===== src/core/apc_pkg.sv =====
package apc_pkg;
   // register byte offsets
   localparam logic [7:0]  APC_CTRL_OFS   = 8'h00;
   localparam logic [7:0]  APC_THRESH_OFS = 8'h04;
   localparam logic [7:0]  APC_COUNT_OFS  = 8'h08;
   localparam logic [7:0]  APC_STAT_OFS   = 8'h0C;
   // control field positions
   localparam int          APC_CTRL_CLR_BIT  = 0;
   localparam int          APC_CTRL_WID_BIT  = 1;
   localparam int          APC_CTRL_CONN_BIT = 2;
   // status field positions
   localparam int          APC_STAT_OUT_BIT  = 0;
   localparam int          APC_STAT_DONE_BIT = 1;
   localparam int          APC_STAT_HOLD_BIT = 2;
   // reset values, word-mode count limit and response codes
   localparam logic [31:0] APC_CTRL_RST   = 32'h0000_0000;
   localparam logic [31:0] APC_THRESH_RST = 32'h0000_0000;
   localparam logic [31:0] APC_WORD_MAX   = 32'h0000_FFFF;
   localparam logic [1:0]  APC_RESP_OKAY   = 2'b00;
   localparam logic [1:0]  APC_RESP_SLVERR = 2'b10;
   typedef enum logic [1:0] {
      APC_ST_CLEAR = 2'b00,
      APC_ST_HOLD  = 2'b01,
      APC_ST_COUNT = 2'b11,
      APC_ST_DONE  = 2'b10
   } apc_state_t;
endpackage


===== src/core/apc_counter.sv =====
// Chosen here: the AXI4-Lite slave port and the address map.
`timescale 1ns/100ps
module apc_counter
   import apc_pkg::*;
(
   input  wire logic        aclk,
   input  wire logic        aresetn,
   input  wire logic        scan_tick,
   input  wire logic        count_in,
   input  wire logic        clear_in,
   output logic             count_out,
   input  wire logic [31:0] s_axi_awaddr,
   input  wire logic        s_axi_awvalid,
   output logic             s_axi_awready,
   input  wire logic [31:0] s_axi_wdata,
   input  wire logic [3:0]  s_axi_wstrb,
   input  wire logic        s_axi_wvalid,
   output logic             s_axi_wready,
   output logic [1:0]       s_axi_bresp,
   output logic             s_axi_bvalid,
   input  wire logic        s_axi_bready,
   input  wire logic [31:0] s_axi_araddr,
   input  wire logic        s_axi_arvalid,
   output logic             s_axi_arready,
   output logic [31:0]      s_axi_rdata,
   output logic [1:0]       s_axi_rresp,
   output logic             s_axi_rvalid,
   input  wire logic        s_axi_rready
);
   logic [31:0] ctrl_r;
   logic [31:0] count_threshold_r;
   logic [31:0] count_r;
   logic [31:0] count_nxt;
   logic        prev_in_r;
   logic        done_r;
   logic        hold_r;
   logic        clear_act;
   logic        wide;
   logic [31:0] lim;
   logic [31:0] thr;
   logic        rise;
   logic        done_nxt;
   logic        out_nxt;
   logic [7:0]  aw_r;
   logic        aw_ok_r;
   logic [31:0] wd_r;
   logic [3:0]  ws_r;
   logic        wd_ok_r;
   apc_state_t  st;

   function automatic logic [31:0] apc_merge(input logic [31:0] old, input logic [31:0] d,
                                             input logic [3:0] s);
      logic [31:0] r;
      r = old;
      for (int i = 0; i < 4; i++) begin
         if (s[i]) begin
            r[8*i +: 8] = d[8*i +: 8];
         end
      end
      return r;
   endfunction

   function automatic logic apc_mapped(input logic [7:0] a);
      return a == APC_CTRL_OFS || a == APC_THRESH_OFS || a == APC_COUNT_OFS ||
             a == APC_STAT_OFS;
   endfunction

   // clear counts only when connected; unconnected means never cleared
   assign clear_act = ctrl_r[APC_CTRL_CONN_BIT] & (clear_in | ctrl_r[APC_CTRL_CLR_BIT]);
   assign wide      = ctrl_r[APC_CTRL_WID_BIT];
   assign lim       = wide ? 32'hFFFF_FFFF : APC_WORD_MAX;
   assign thr       = count_threshold_r & lim;
   assign rise      = count_in & ~prev_in_r;

   always_comb begin
      count_nxt = count_r;
      done_nxt  = done_r;
      if (clear_act) begin
         count_nxt = '0;
         done_nxt  = (thr == '0);
      end else if (done_r || count_r >= thr) begin
         done_nxt = 1'b1;
      end else if (rise && !hold_r && count_r < lim) begin
         count_nxt = count_r + 32'h0000_0001;
         done_nxt  = (count_r + 32'h0000_0001) >= thr;
      end
      // output follows comparison; suppressed while clearing
      out_nxt = !clear_act && (count_nxt >= thr || done_nxt);
   end

   // all counter state steps once per scan tick
   always_ff @(posedge aclk) begin
      if (!aresetn) begin
         count_r   <= '0;
         done_r    <= 1'b0;
         hold_r    <= 1'b0;
         prev_in_r <= 1'b0;
         count_out <= 1'b0;
      end else if (scan_tick) begin
         prev_in_r <= count_in;
         count_r   <= count_nxt;
         done_r    <= done_nxt;
         hold_r    <= clear_act;
         count_out <= out_nxt;
      end
   end

   always_comb begin
      if (clear_act) begin
         st = APC_ST_CLEAR;
      end else if (hold_r) begin
         st = APC_ST_HOLD;
      end else if (done_r) begin
         st = APC_ST_DONE;
      end else begin
         st = APC_ST_COUNT;
      end
   end

   // write channel: address and data latched independently
   always_ff @(posedge aclk) begin
      if (!aresetn) begin
         s_axi_awready     <= 1'b1;
         s_axi_wready      <= 1'b1;
         aw_ok_r           <= 1'b0;
         wd_ok_r           <= 1'b0;
         aw_r              <= '0;
         wd_r              <= '0;
         ws_r              <= '0;
         s_axi_bvalid      <= 1'b0;
         s_axi_bresp       <= APC_RESP_OKAY;
         ctrl_r            <= APC_CTRL_RST;
         count_threshold_r <= APC_THRESH_RST;
      end else begin
         if (s_axi_awvalid && s_axi_awready) begin
            aw_r          <= s_axi_awaddr[7:0];
            aw_ok_r       <= 1'b1;
            s_axi_awready <= 1'b0;
         end
         if (s_axi_wvalid && s_axi_wready) begin
            wd_r         <= s_axi_wdata;
            ws_r         <= s_axi_wstrb;
            wd_ok_r      <= 1'b1;
            s_axi_wready <= 1'b0;
         end
         if (aw_ok_r && wd_ok_r && !s_axi_bvalid) begin
            s_axi_bvalid <= 1'b1;
            s_axi_bresp  <= apc_mapped(aw_r) ? APC_RESP_OKAY : APC_RESP_SLVERR;
            case (aw_r)
               APC_CTRL_OFS: begin
                  ctrl_r <= apc_merge(ctrl_r, wd_r, ws_r) & 32'h0000_0007;
               end
               APC_THRESH_OFS: begin
                  count_threshold_r <= apc_merge(count_threshold_r, wd_r, ws_r);
               end
               default: begin
               end
            endcase
         end
         if (s_axi_bvalid && s_axi_bready) begin
            s_axi_bvalid  <= 1'b0;
            aw_ok_r       <= 1'b0;
            wd_ok_r       <= 1'b0;
            s_axi_awready <= 1'b1;
            s_axi_wready  <= 1'b1;
         end
      end
   end

   // read channel
   always_ff @(posedge aclk) begin
      if (!aresetn) begin
         s_axi_arready <= 1'b1;
         s_axi_rvalid  <= 1'b0;
         s_axi_rdata   <= '0;
         s_axi_rresp   <= APC_RESP_OKAY;
      end else if (s_axi_arvalid && s_axi_arready) begin
         s_axi_arready <= 1'b0;
         s_axi_rvalid  <= 1'b1;
         s_axi_rresp   <= apc_mapped(s_axi_araddr[7:0]) ? APC_RESP_OKAY : APC_RESP_SLVERR;
         case (s_axi_araddr[7:0])
            APC_CTRL_OFS:   s_axi_rdata <= ctrl_r;
            APC_THRESH_OFS: s_axi_rdata <= count_threshold_r;
            APC_COUNT_OFS:  s_axi_rdata <= count_r;
            APC_STAT_OFS:   s_axi_rdata <= {27'h0, st, hold_r, done_r, count_out};
            default:        s_axi_rdata <= '0;
         endcase
      end else if (s_axi_rvalid && s_axi_rready) begin
         s_axi_rvalid  <= 1'b0;
         s_axi_arready <= 1'b1;
      end
   end

   property p_clear_zero;
      @(posedge aclk) disable iff (!aresetn)
      scan_tick && clear_act |=> count_r == '0 && !count_out;
   endproperty
   a_clear_zero: assert property (p_clear_zero)
      else $error("clear did not zero count and output");
   property p_one_step;
      @(posedge aclk) disable iff (!aresetn)
      scan_tick && !clear_act |=> count_r == $past(count_r) ||
         count_r == $past(count_r) + 32'h0000_0001;
   endproperty
   a_one_step: assert property (p_one_step)
      else $error("count moved by more than one");
   property p_no_level;
      @(posedge aclk) disable iff (!aresetn)
      scan_tick && !rise && !clear_act |=> count_r == $past(count_r);
   endproperty
   a_no_level: assert property (p_no_level)
      else $error("count changed without edge");
   property p_hold_scan;
      @(posedge aclk) disable iff (!aresetn)
      scan_tick && hold_r && !clear_act |=> count_r == $past(count_r);
   endproperty
   a_hold_scan: assert property (p_hold_scan)
      else $error("count changed in scan after clear");
   property p_ge_out;
      @(posedge aclk) disable iff (!aresetn)
      scan_tick && !clear_act && count_nxt >= thr |=> count_out;
   endproperty
   a_ge_out: assert property (p_ge_out)
      else $error("output low at or above threshold");
   property p_lt_out;
      @(posedge aclk) disable iff (!aresetn)
      scan_tick && !done_nxt && count_nxt < thr |=> !count_out;
   endproperty
   a_lt_out: assert property (p_lt_out)
      else $error("output high below threshold");
   property p_stop;
      @(posedge aclk) disable iff (!aresetn)
      scan_tick && done_r && !clear_act |=> count_out && count_r == $past(count_r);
   endproperty
   a_stop: assert property (p_stop)
      else $error("count moved after reaching threshold");
   property p_width;
      @(posedge aclk) disable iff (!aresetn)
      !wide && !$past(wide) |-> count_r <= APC_WORD_MAX || $stable(count_r);
   endproperty
   a_width: assert property (p_width)
      else $error("word mode count exceeded range");
endmodule


===== config.mk =====
export PLATFORM = sky130hd
export DESIGN_NAME = apc_counter
export DESIGN_NICKNAME = d
export VERILOG_FILES = /design/src/core/apc_pkg.sv /design/src/core/apc_counter.sv
export SDC_FILE = /design/constraint.sdc
export NUM_CORES = 1
export LEC_CHECK = 0
export BUFFER_PORTS_ARGS = -buffer_cell sky130_fd_sc_hd__buf_2
export CORE_ASPECT_RATIO = 1.75
export CORE_MARGIN = 5
export CORE_UTILIZATION = 63
export DETAILED_ROUTE_END_ITERATION = 10
export PLACE_DENSITY = 0.95
export SLEW_MARGIN = 20
export SYNTH_ARGS = -nofsm -noshare
export SYNTH_HDL_FRONTEND = slang
export SYNTH_SLANG_ARGS = --single-unit
export TNS_END_PERCENT = 20

===== constraint.sdc =====
create_clock -name aclk -period 9.9 [get_ports aclk]
set_clock_uncertainty 0.15 [all_clocks]
set_input_delay 1.485 -clock aclk [delete_from_list [all_inputs] [get_ports aclk]]
set_output_delay 1.485 -clock aclk [all_outputs]
set_load 0.02 [all_outputs]

==> results of run 1 <==
## power groups by stage
| stage | combinational, mW | sequential (mW) | clock (mW) |
|---|---|---|---|
| finish | 0.118 | 0.659 | 0.651 |
| global route | 0.127 | 0.660 | 0.674 |
| CTS | 0.114 | 0.658 | 0.649 |
| detailed placement | 0.113 | 0.672 | 0 |
| global placement | 0.109 | 0.671 | 0 |
| floorplan | 0.0766 | 0.668 | 0 |
## routing by layer
metal	global-route usage, %	wire length [µm]	part of all wire [%]
met5	0	0	0
met3	8.367	3056	9.8
met2	56.64	15120	48
met4	26.74	2591	8.3
met1	33.15	10480	34
## state kept, by name (all words and copies together), names as in the netlist, 3 cells and up
name,flops
aw_r,8
count_r,32
count_threshold_r,32
ctrl_r,3
s_axi_rdata,32
wd_r,32
ws_r,4
## cell usage in the layout (no fill, tap or decap), drive strengths merged, types with 23 or more instances in the layout
cell type    n
inv         37
o21ai       74
nand4       23
ha         113
a22oi       32
xor2        40
buf        114
a21oi       48
a21boi      81
nor2        60
nand3       80
dfxtp      156
nand2      223
and2        36
## kinds of logic after synthesis
kind of cell,after synthesis,share of synthesized area [%]
AO/OA/AOI/OAI,338,22.27
AND/OR/NAND/NOR,497,22.86
multiplexers,8,1.162
adder cells (fa/ha/maj),113,13.82
XOR/XNOR,56,4.794
other,1,0.03665
flip-flops,156,30.52
buffers and inverters,118,4.537
## critical path: stages, from the launching register on
cell,delay [ns]
sky130_fd_sc_hd__dfxtp_1,0.49
sky130_fd_sc_hd__inv_1,0.14
sky130_fd_sc_hd__ha_1,0.32
sky130_fd_sc_hd__nand2b_4,0.16
sky130_fd_sc_hd__a2111oi_2,0.54
sky130_fd_sc_hd__o32ai_1,0.18
sky130_fd_sc_hd__or4_4,0.49
sky130_fd_sc_hd__a211oi_4,0.21
sky130_fd_sc_hd__buf_4,0.52
sky130_fd_sc_hd__nand2_2,0.31
sky130_fd_sc_hd__or4_1,0.57
sky130_fd_sc_hd__nand2_1,0.10
sky130_fd_sc_hd__ha_1,0.23
sky130_fd_sc_hd__nand2_1,0.09
sky130_fd_sc_hd__nor2_1,0.06
sky130_fd_sc_hd__a211oi_1,0.24
sky130_fd_sc_hd__o41ai_1,0.16
sky130_fd_sc_hd__a21oi_1,0.26
sky130_fd_sc_hd__o21ai_0,0.14
sky130_fd_sc_hd__a21oi_1,0.19
sky130_fd_sc_hd__o211ai_1,0.09
## final cells by class
| class | count | area (µm²) | share of cell area (%) |
|---|---|---|---|
| clock buffers | 18 | 429.2 | 3.799 |
| well taps | 189 | 236.5 | 2.093 |
| multi-input cells | 1014 | 6661 | 58.97 |
| repair buffers | 114 | 603.1 | 5.339 |
| flip-flops and latches | 156 | 3123 | 27.65 |
| clock inverters | 14 | 141.4 | 1.252 |
| inverters | 27 | 101.3 | 0.8972 |
## synthesized netlist by cell type (2+ instances only)
library cell	count	area (µm²)
sky130_fd_sc_hd__a211oi_1	8	60.06
sky130_fd_sc_hd__a21boi_0	79	593.1
sky130_fd_sc_hd__a21boi_1	2	15.01
sky130_fd_sc_hd__a21o_1	14	105.1
sky130_fd_sc_hd__a21oi_1	48	240.2
sky130_fd_sc_hd__a22o_1	3	26.28
sky130_fd_sc_hd__a22oi_1	32	240.2
sky130_fd_sc_hd__a31oi_1	20	125.1
sky130_fd_sc_hd__a41o_1	3	30.03
sky130_fd_sc_hd__a41oi_1	4	35.03
sky130_fd_sc_hd__and2_1	35	219.0
sky130_fd_sc_hd__and3_1	17	106.4
sky130_fd_sc_hd__and4_1	3	26.28
sky130_fd_sc_hd__buf_1	10	37.54
sky130_fd_sc_hd__buf_2	5	25.02
sky130_fd_sc_hd__buf_4	4	30.03
sky130_fd_sc_hd__clkbuf_1	72	270.3
sky130_fd_sc_hd__dfxtp_1	156	3123
sky130_fd_sc_hd__ha_1	113	1414
sky130_fd_sc_hd__inv_1	27	101.4
sky130_fd_sc_hd__mux2i_1	4	40.04
sky130_fd_sc_hd__mux4_2	3	67.56
sky130_fd_sc_hd__nand2_1	222	833.3
sky130_fd_sc_hd__nand2b_1	3	18.77
sky130_fd_sc_hd__nand3_1	80	400.4
sky130_fd_sc_hd__nand3b_1	3	22.52
sky130_fd_sc_hd__nand4_1	23	143.9
sky130_fd_sc_hd__nor2_1	60	225.2
sky130_fd_sc_hd__nor2b_1	13	81.33
sky130_fd_sc_hd__nor3_1	8	40.04
sky130_fd_sc_hd__nor4_1	12	75.07
sky130_fd_sc_hd__o211a_1	6	60.06
sky130_fd_sc_hd__o211ai_1	7	52.55
sky130_fd_sc_hd__o21a_1	4	30.03
sky130_fd_sc_hd__o21ai_0	73	365.4
sky130_fd_sc_hd__o31ai_1	19	142.6
sky130_fd_sc_hd__o41ai_1	5	43.79
sky130_fd_sc_hd__or3_1	3	18.77
sky130_fd_sc_hd__or4_1	7	52.55
sky130_fd_sc_hd__xnor2_1	16	140.1
sky130_fd_sc_hd__xor2_1	40	350.3
## worst max-delay path by stage
| stage | from | end | slack (ns) | cells past startpoint |
|---|---|---|---|---|
| final | count_r[0] | count_out | 4.12 | 20 |
| after CTS | count_r[0] | count_out | 4.31 | 20 |
| after global placement | count_in | count_out | 4.45 | 17 |
| after detailed placement | count_in | count_out | 4.38 | 17 |
| after floorplan | ctrl_r[1] | count_out | 5.16 | 23 |
| after global routing | count_r[0] | count_out | 3.99 | 20 |
## metrics by stage
step | instance area [µm²] | std cells | hold WS [ns] | util [%] | worst slack [ns]
floorplan | 10230 | 1288 | 0.2931 | - | 5.160
global placement | 10720 | 1500 | 0.3034 | 67.22 | 4.452
detailed placement | 10730 | 1500 | 0.3113 | 67.24 | 4.382
CTS | 11300 | 1532 | 0.3226 | 70.81 | 4.313
global route | 11300 | 1532 | 0.3426 | 70.81 | 3.991
finish | 11300 | 1532 | 0.3230 | 70.81 | 4.117
==> flow_metrics.env, run 1 <==
export IMPL_worstReg2RegStart="count_r[0]"
export IMPL_timing_hold_violations_final=0
export IMPL_destination_of_the_worst_hold_path="wd_r[9]"
export IMPL_rsz0062_at_grt="no"
export IMPL_r2r_end="count_out"
export IMPL_ioPinCount=152
export IMPL_place_congestion=0.9616
export IMPL_irDropWorstVdd_v=0.0001265
export IMPL_netlist_area_mm2=0.01023
export IMPL_final_setup_tns_ns=0
export IMPL_post_cts_resize_count=0
export IMPL_via_per_inst=6.766
export IMPL_power_total_mw=1.427
export IMPL_net_switching_power_mw=0.4063
export IMPL_cts_reportedPaths_clkPinSlew_ns=0.07
export IMPL_seq_area_frac_synth_pct=30.52
export IMPL_leakage_nw=4.870
export IMPL_power_share_clock_pct=45.6
export IMPL_final_min_clock_period_ns=5.783
export IMPL_worstPathArrival_ns=5.95
export IMPL_clock_insertion_delay_worst_skew_ns=0.44
export IMPL_ff2ff_setup_slack_ns=4.12
export IMPL_seq_power_share_pct=46.1
export IMPL_grtUsageTotal_pct=32.88
export IMPL_powerDensity_mw_per_mm2=126.4
export IMPL_cts_repair_timing_setup_buffer_count=0
export IMPL_syn_avg_cell_area_um2=7.950
export IMPL_antenna_violations_before_repair=1
export IMPL_post_cts_hold_buffer_count=0
export IMPL_switching_share_pct=28.47
export IMPL_timing_reg2reg_worst_path_depth=20
export IMPL_portBuffers=101
export IMPL_timing_critical_path_fanout_max=54
export IMPL_routed_wire_length_per_instance_um=20.40
export IMPL_initial_core_util_pct=64.14
export IMPL_gr_total_overflow=0
export IMPL_setup_viol=0
export IMPL_fillerInstances=1074
export IMPL_synth_async_sr_flop_share_pct=0
export IMPL_die_width_um=106.3
export IMPL_area_delta_synth_final_pct=10.41
export IMPL_internal_power_mw=1.021
export IMPL_critical_path_endpoint_type="register"
export IMPL_grt_first_pass_wirelength_um=50070
export IMPL_wirelength_um=31250
export IMPL_dominant_synthesized_flop_cell="sky130_fd_sc_hd__dfxtp_1"
export IMPL_timing_fmax_ghz=0.1729
export IMPL_setup_worst_path_class="register to register"
export IMPL_outcome="finished clean"
export IMPL_synth_cell_type_count=62
export IMPL_holdCritStartpoint="wd_r[9]"
export IMPL_fp_dieArea_mm2=0.01899
export IMPL_slew_violations=0
export IMPL_placeableCoreArea_mm2=0.01595
export IMPL_clock_buffers_created_by_tritoncts=17
export IMPL_ctsRootBufferMaster="sky130_fd_sc_hd__clkbuf_16"
export IMPL_vias=10370
export IMPL_power_combinational_fraction_pct=8.2
export IMPL_maxSlewHeadroom_pct=33.72
export IMPL_die_height_um=178.6
export IMPL_antenna_violating_nets_left=0
export IMPL_max_slew_worst_pin_slew_ns=0.9942
export IMPL_final_layout_size_suffix_gt1_share_pct=12.06
export IMPL_htree_num_levels=4
export IMPL_finalCritPeriodShare_pct=58.41
export IMPL_std_cell_rows=61
export IMPL_ys_seq_elements=156
export IMPL_tritoncts_clock_tree="yes"
export IMPL_whs_path_depth=2
export IMPL_drt_pass1_iterations=6
export IMPL_first_global_vias=10430
export IMPL_num_nets_final=1553
export IMPL_maxCapViolCount=0
export IMPL_detail_route_drc_violations=0
export IMPL_ys_warnings_count=0
export IMPL_grt_start_max_net_pins=123
export IMPL_drt_iter0_drc=1156
export IMPL_crit_required_ns=10.07
export IMPL_clock_tree_buffer_depth=2
export IMPL_netlist_instances=1287
export IMPL_timing_critical_path_from_type="register"
export IMPL_synth_enable_flop_cells=0
export IMPL_hold_path_class="register to register"
export IMPL_diodes=0
export IMPL_hpwl_um=20890
export IMPL_cts_sink_count=156
Power figures use the tool's default switching activity.
==> run 2: changes to the inputs <==
- ABC_AREA: default -> 1
- CORE_UTILIZATION: 63 -> 53
- PLACE_DENSITY: 0.95 -> 0.86
- clock period: 9.9 -> 4.8 ns (I/O delays scaled with it)
==> flow_metrics.env, run 2 <==
export IMPL_htree_num_levels=4
export IMPL_sequential_cell_area_mm2=0.003123
export IMPL_netlist_instances=1517
export IMPL_worstSetupStartpoint="ctrl_r[1]"
export IMPL_critical_path_endpoint_type="register"
export IMPL_antenna_violating_nets_left=0
export IMPL_place_congestion=1.038
export IMPL_synthDominantCellAreaShare_pct=30.68
export IMPL_diodes=0
export IMPL_synth_compound_area_share_pct=17.30
export IMPL_antenna_violations_before_repair=0
export IMPL_placeableCoreArea_mm2=0.01903
export IMPL_irDropWorstVdd_v=0.0002748
export IMPL_drt_pass1_iterations=5
export IMPL_ys_warnings_count=0
export IMPL_ioPinCount=152
export IMPL_synth_async_sr_flop_share_pct=0
export IMPL_cts_repair_timing_setup_buffer_count=0
export IMPL_synth_simple_gate_area_share_pct=26.45
export IMPL_cts_sink_count=156
export IMPL_synthAdderAreaFrac_pct=13.89
export IMPL_setup_viol=0
export IMPL_ys_seq_elements=156
export IMPL_setup_worst_path_class="register to register"
export IMPL_most_numerous_cell_in_the_yosys_netlist="sky130_fd_sc_hd__nand2_1"
export IMPL_most_common_layout_cells="sky130_fd_sc_hd__nand2_1, sky130_fd_sc_hd__inv_1, sky130_fd_sc_hd__dfxtp_1"
export IMPL_final_min_clock_period_ns=4.464
export IMPL_initial_core_util_pct=53.49
export IMPL_ff2ff_setup_slack_ns=0.34
export IMPL_finalCritPeriodShare_pct=92.99
export IMPL_post_synth_most_frequent_cells="sky130_fd_sc_hd__nand2_1, sky130_fd_sc_hd__inv_1, sky130_fd_sc_hd__dfxtp_1"
export IMPL_syn_avg_cell_area_um2=6.710
export IMPL_maxCapViolCount=0
export IMPL_powerDensity_mw_per_mm2=310.5
export IMPL_gr_total_overflow=0
export IMPL_area_delta_synth_final_pct=12.42
export IMPL_synthesized_area_fraction_occupied_by_xor_and_xnor_cells_pct=1.635
export IMPL_drt_iter0_drc=623
export IMPL_portBuffers=101
export IMPL_outcome="finished clean"
export IMPL_worstReg2RegStart="ctrl_r[1]"
export IMPL_final_layout_size_suffix_gt1_share_pct=11.33
export IMPL_dominant_synthesized_flop_cell="sky130_fd_sc_hd__dfxtp_1"
export IMPL_via_per_inst=5.650
export IMPL_timing_critical_path_fanout_max=24
export IMPL_ctsRootBufferMaster="sky130_fd_sc_hd__clkbuf_16"
export IMPL_grtUsageTotal_pct=27.88
export IMPL_slew_violations=0
export IMPL_seq_area_frac_synth_pct=30.68
export IMPL_hold_path_class="register to register"
export IMPL_clock_buffers_created_by_tritoncts=17
export IMPL_post_cts_hold_buffer_count=0
export IMPL_clock_insertion_delay_worst_skew_ns=0.43
export IMPL_timing_critical_path_from_type="register"
export IMPL_clock_tree_buffer_depth=2
export IMPL_synth_largest_area_cell="sky130_fd_sc_hd__dfxtp_1"
export IMPL_num_nets_final=1818
export IMPL_tritoncts_clock_tree="yes"
export IMPL_synth_mux_area_share_pct=0
export IMPL_die_width_um=114.8
export IMPL_max_slew_worst_pin_slew_ns=1.110
export IMPL_worstPathArrival_ns=4.67
export IMPL_rsz0062_at_grt="no"
export IMPL_synth_top_cells_by_area="sky130_fd_sc_hd__dfxtp_1, sky130_fd_sc_hd__ha_1, sky130_fd_sc_hd__nand2_1"
export IMPL_final_common_cell="sky130_fd_sc_hd__nand2_1"
export IMPL_endpoint="count_out"
export IMPL_wirelength_um=31120
export IMPL_footprint_of_the_multi_input_gates_mm2=0.006045
export IMPL_grt_first_pass_wirelength_um=49640
export IMPL_first_global_vias=10180
export IMPL_synth_cell_type_count=41
export IMPL_crit_required_ns=5.01
export IMPL_synth_enable_flop_cells=0
export IMPL_die_height_um=193.3
export IMPL_grt_start_max_net_pins=79
export IMPL_final_setup_tns_ns=0
export IMPL_fillerInstances=1777
export IMPL_r2r_end="count_out"
export IMPL_timing_hold_violations_final=0
export IMPL_synth_top_family_by_area="simple AND/OR/NAND/NOR gates"
export IMPL_leakage_nw=5.627
export IMPL_routed_wire_length_per_instance_um=16.84
export IMPL_fp_dieArea_mm2=0.02219
export IMPL_timing_reg2reg_worst_path_depth=24
export IMPL_maxSlewHeadroom_pct=25.54
export IMPL_post_cts_resize_count=0
export IMPL_power_total_mw=3.553
export IMPL_cts_reportedPaths_clkPinSlew_ns=0.06
export IMPL_std_cell_rows=67
export IMPL_detail_route_drc_violations=0
export IMPL_netlist_area_mm2=0.01018
export IMPL_hpwl_um=23510
export IMPL_vias=10440
export IMPL_timing_fmax_ghz=0.2240
==> run 2: cell count changes in the layout (fill, tap and decap cells not counted), sizes merged, moves of 21 or more <==
cell and delta:
xor2 -21, nand3 -22, o21ai +75, a21boi -81
and2 -36, nand2 +138, a22oi -32, a21oi +110
nor2 +84, inv +166, nor3 +25
==> run 2: final cells by class <==
type	count	area share, %
Timing Repair Buffer	116	5.533
Multi-Input combinational cell	1105	52.83
Tap cell	241	2.635
Clock buffer	18	3.838
Clock inverter	13	1.345
Sequential cell	156	27.29
Inverter	199	6.528
==> run 2: through the flow <==
stage | cells | utilization, % | setup WS [ns] | hold slack (ns) | cell area (µm²)
2_1_floorplan | 1518 | - | 1.008 | 0.2797 | 10180
3_3_place_gp | 1817 | 57.00 | 0.5524 | 0.2906 | 10850
3_5_place_dp | 1817 | 57.00 | 0.4258 | 0.2954 | 10850
4_1_cts | 1848 | 60.12 | 0.3760 | 0.3035 | 11440
5_1_grt | 1848 | 60.13 | 0.06063 | 0.3218 | 11440
6_report | 1848 | 60.13 | 0.3364 | 0.3024 | 11440
==> run 2: power breakdown <==
| part | switching [mW] | internal [mW] | total, mW |
|---|---|---|---|
| Clock | 0.609 | 0.792 | 1.40 |
| Combinational | 0.469 | 0.264 | 0.733 |
| Sequential | 0.0622 | 1.36 | 1.42 |
==> run 2: how the worst min path moves through the flow <==
stage	startpoint	end	slack, ns	cells after the start
final	wd_r[18]	wd_r[18]	0.30	2
after global routing	wd_r[18]	wd_r[18]	0.32	2
after detailed placement	wd_r[18]	count_threshold_r[18]	0.30	2
after CTS	wd_r[8]	count_threshold_r[8]	0.30	2
after global placement	wd_r[12]	count_threshold_r[12]	0.29	2
after floorplan	wd_r[10]	wd_r[10]	0.28	2
==> run 2: cell families (layout without fill, tap and decap cells) <==
logic type | after synthesis | count (layout)
fa+ha+maj | 113 | 113
compound gates | 338 | 338
other cells | 1 | 2
buf+inv | 257 | 346
simple gates | 633 | 633
xor+xnor | 19 | 19
flops | 156 | 156
==> run 2: worst max-delay path, stage by stage (launching register included) <==
cell and delay, ns:
sky130_fd_sc_hd__dfxtp_1 0.44, sky130_fd_sc_hd__inv_1 0.34, sky130_fd_sc_hd__ha_1 0.43, sky130_fd_sc_hd__nand2_1 0.07, sky130_fd_sc_hd__nor2_1 0.16, sky130_fd_sc_hd__nor3b_1 0.31, sky130_fd_sc_hd__nand2_1 0.10, sky130_fd_sc_hd__nor2_2 0.13
sky130_fd_sc_hd__nor2_2 0.07, sky130_fd_sc_hd__nand3_2 0.19, sky130_fd_sc_hd__buf_12 0.22, sky130_fd_sc_hd__nand2_1 0.07, sky130_fd_sc_hd__nand3_1 0.11, sky130_fd_sc_hd__inv_1 0.08, sky130_fd_sc_hd__ha_1 0.30, sky130_fd_sc_hd__nand4_1 0.10
sky130_fd_sc_hd__inv_1 0.10, sky130_fd_sc_hd__nand4_1 0.24, sky130_fd_sc_hd__a31oi_1 0.27, sky130_fd_sc_hd__nor2_1 0.11, sky130_fd_sc_hd__nand2_1 0.08, sky130_fd_sc_hd__nor2_1 0.05, sky130_fd_sc_hd__nand2_1 0.07, sky130_fd_sc_hd__nand2_1 0.05
sky130_fd_sc_hd__a21oi_1 0.12
==> run 2: metal layers <==
| layer | vias to the layer above | GRT usage (%) | wire (µm) |
|---|---|---|---|
| met2 | 380 | 49.62 | 15800 |
| met5 | - | 0 | 0 |
| met1 | 4814 | 29.86 | 11720 |
| met3 | 121 | 3.970 | 1522 |
| li1 | 5127 | - | - |
| met4 | 0 | 18.23 | 2071 |
==> run 3: changes to the inputs <==
- PLACE_DENSITY: 0.86 -> 0.82
==> flow_metrics.env, run 3 (synthesis gave the netlist of run 2 again) <==
export IMPL_drt_pass1_iterations=5
export IMPL_fp_dieArea_mm2=0.02219
export IMPL_clock_tree_buffer_depth=2
export IMPL_setup_viol=0
export IMPL_first_global_vias=10130
export IMPL_timing_critical_path_from_type="register"
export IMPL_clock_insertion_delay_worst_skew_ns=0.43
export IMPL_vias=10250
export IMPL_cts_reportedPaths_clkPinSlew_ns=0.07
export IMPL_drt_iter0_drc=583
export IMPL_max_slew_worst_pin_slew_ns=1.025
export IMPL_placement_cell_area_mm2=0.01087
export IMPL_final_non_filler_cells=1852
export IMPL_gr_total_overflow=0
export IMPL_grt_start_max_net_pins=76
export IMPL_die_height_um=193.3
export IMPL_finish_utilization_pct=60.38
export IMPL_maxSlewHeadroom_pct=31.26
export IMPL_placed_cells_incl_taps=1818
export IMPL_wirelength_um=30220
export IMPL_final_setup_tns_ns=0
export IMPL_powerDensity_mw_per_mm2=306.9
export IMPL_timing_critical_path_fanout_max=30
export IMPL_detail_route_drc_violations=0
export IMPL_final_min_clock_period_ns=4.376
export IMPL_via_per_inst=5.535
export IMPL_tritoncts_clock_tree="yes"
export IMPL_timing_hold_violations_final=0
export IMPL_crit_required_ns=4.95
export IMPL_critical_path_endpoint_type="register"
export IMPL_fillerInstances=1770
export IMPL_rsz0062_at_grt="no"
export IMPL_antenna_violating_nets_left=0
export IMPL_crit_top_cell="sky130_fd_sc_hd__nand2_1"
export IMPL_maxCapViolCount=0
export IMPL_antenna_violations_before_repair=0
export IMPL_most_common_layout_cells="sky130_fd_sc_hd__nand2_1, sky130_fd_sc_hd__inv_1, sky130_fd_sc_hd__dfxtp_1"
export IMPL_whs_ns=0.3009
export IMPL_place_congestion=1.034
export IMPL_final_common_cell="sky130_fd_sc_hd__nand2_1"
export IMPL_area_delta_synth_final_pct=12.88
export IMPL_routed_wire_length_per_instance_um=16.32
export IMPL_num_nets_final=1821
export IMPL_setup_worst_path_class="register to register"
export IMPL_worstPathArrival_ns=4.52
export IMPL_irDropWorstVdd_v=0.0002754
export IMPL_timing_fmax_ghz=0.2285
export IMPL_std_cell_rows=67
export IMPL_htree_num_levels=4
export IMPL_die_width_um=114.8
export IMPL_ioPinCount=152
export IMPL_leakage_nw=5.650
export IMPL_finalCritPeriodShare_pct=91.16
export IMPL_grtUsageTotal_pct=27.64
export IMPL_diodes=0
export IMPL_timing_critical_path_slowest_cell_delay_ns=0.43
export IMPL_footprint_of_the_multi_input_gates_mm2=0.006047
export IMPL_initial_core_util_pct=53.49
export IMPL_finish_instance_area_mm2=0.01149
export IMPL_ctsRootBufferMaster="sky130_fd_sc_hd__clkbuf_16"
export IMPL_sequential_cell_area_mm2=0.003123
export IMPL_hold_path_class="register to register"
export IMPL_outcome="finished clean"
export IMPL_grt_first_pass_wirelength_um=49000
export IMPL_clock_buffers_created_by_tritoncts=17
export IMPL_slew_violations=0
export IMPL_portBuffers=101
export IMPL_final_layout_size_suffix_gt1_share_pct=11.67
export IMPL_hpwl_um=22910
export IMPL_placeableCoreArea_mm2=0.01903
export IMPL_cts_sink_count=156
export IMPL_critical_path_slowest_cell="sky130_fd_sc_hd__dfxtp_1"
## run 3: cell count changes in the layout (fill, tap and decap cells not counted)
cell                       change
sky130_fd_sc_hd__buf_4         +1
sky130_fd_sc_hd__clkinv_4      +1
sky130_fd_sc_hd__clkbuf_8      -1
sky130_fd_sc_hd__clkinv_2      +3
sky130_fd_sc_hd__nor2_2        +1
sky130_fd_sc_hd__buf_12        +2
sky130_fd_sc_hd__inv_1         -1
sky130_fd_sc_hd__inv_6         -1
sky130_fd_sc_hd__nor2_1        -1
## run 3: routing by layer
metal,vias to the layer above,global-route usage (%),wire length (µm)
met5,-,0,0
met4,0,18.89,2112
met3,124,4.783,1813
met2,353,47.79,15100
met1,4634,29.97,11200
li1,5140,-,-
## run 3: final timing paths
kind	depth (start not counted)	slack [ns]	startpoint	endpoint
max reg2reg	29	0.42	ctrl_r[1]	count_out
min	2	0.30	wd_r[13]	count_threshold_r[13]
min reg2reg	2	0.30	wd_r[13]	count_threshold_r[13]
max	29	0.42	ctrl_r[1]	count_out
## run 3: per-stage QoR
stage / power (mW) / setup slack, ns
after global placement: 2.143 / 0.5398
after floorplan: 1.958 / 1.008
after detailed placement: 2.165 / 0.4897
after CTS: 3.527 / 0.4240
after global routing: 3.710 / 0.01795
final: 3.527 / 0.4242
## run 3: area by class of cell
cell class | count | area share, %
timing repair buffer | 119 | 5.924
sequential | 156 | 27.18
tap | 241 | 2.624
clock buffer | 17 | 3.702
inverter | 199 | 6.534
clock inverter | 15 | 1.405
multi-input combinational | 1105 | 52.63
## run 3: repair_timing
item,CTS,global route
hold buffers,0,0
setup buffers,0,2
setup endpoints to repair,0,1
gates resized for setup,0,2
## run 3: where the power goes
| part | switching, mW | internal [mW] | leakage, nW |
|---|---|---|---|
| combinational | 0.471 | 0.269 | 4.08 |
| clock | 0.596 | 0.776 | 0.288 |
| sequential | 0.0570 | 1.36 | 1.28 |
| total | 1.12 | 2.40 | 5.65 |
## run 3: worst max-delay path, delay by kind of cell (launching register included)
kind	cells	cell delay (ns)
AND/OR/NAND/NOR	19	1.87
adder cells (fa/ha/maj)	2	0.65
AO/OA/AOI/OAI	4	0.61
buffers and inverters	4	0.53
flip-flops	1	0.43
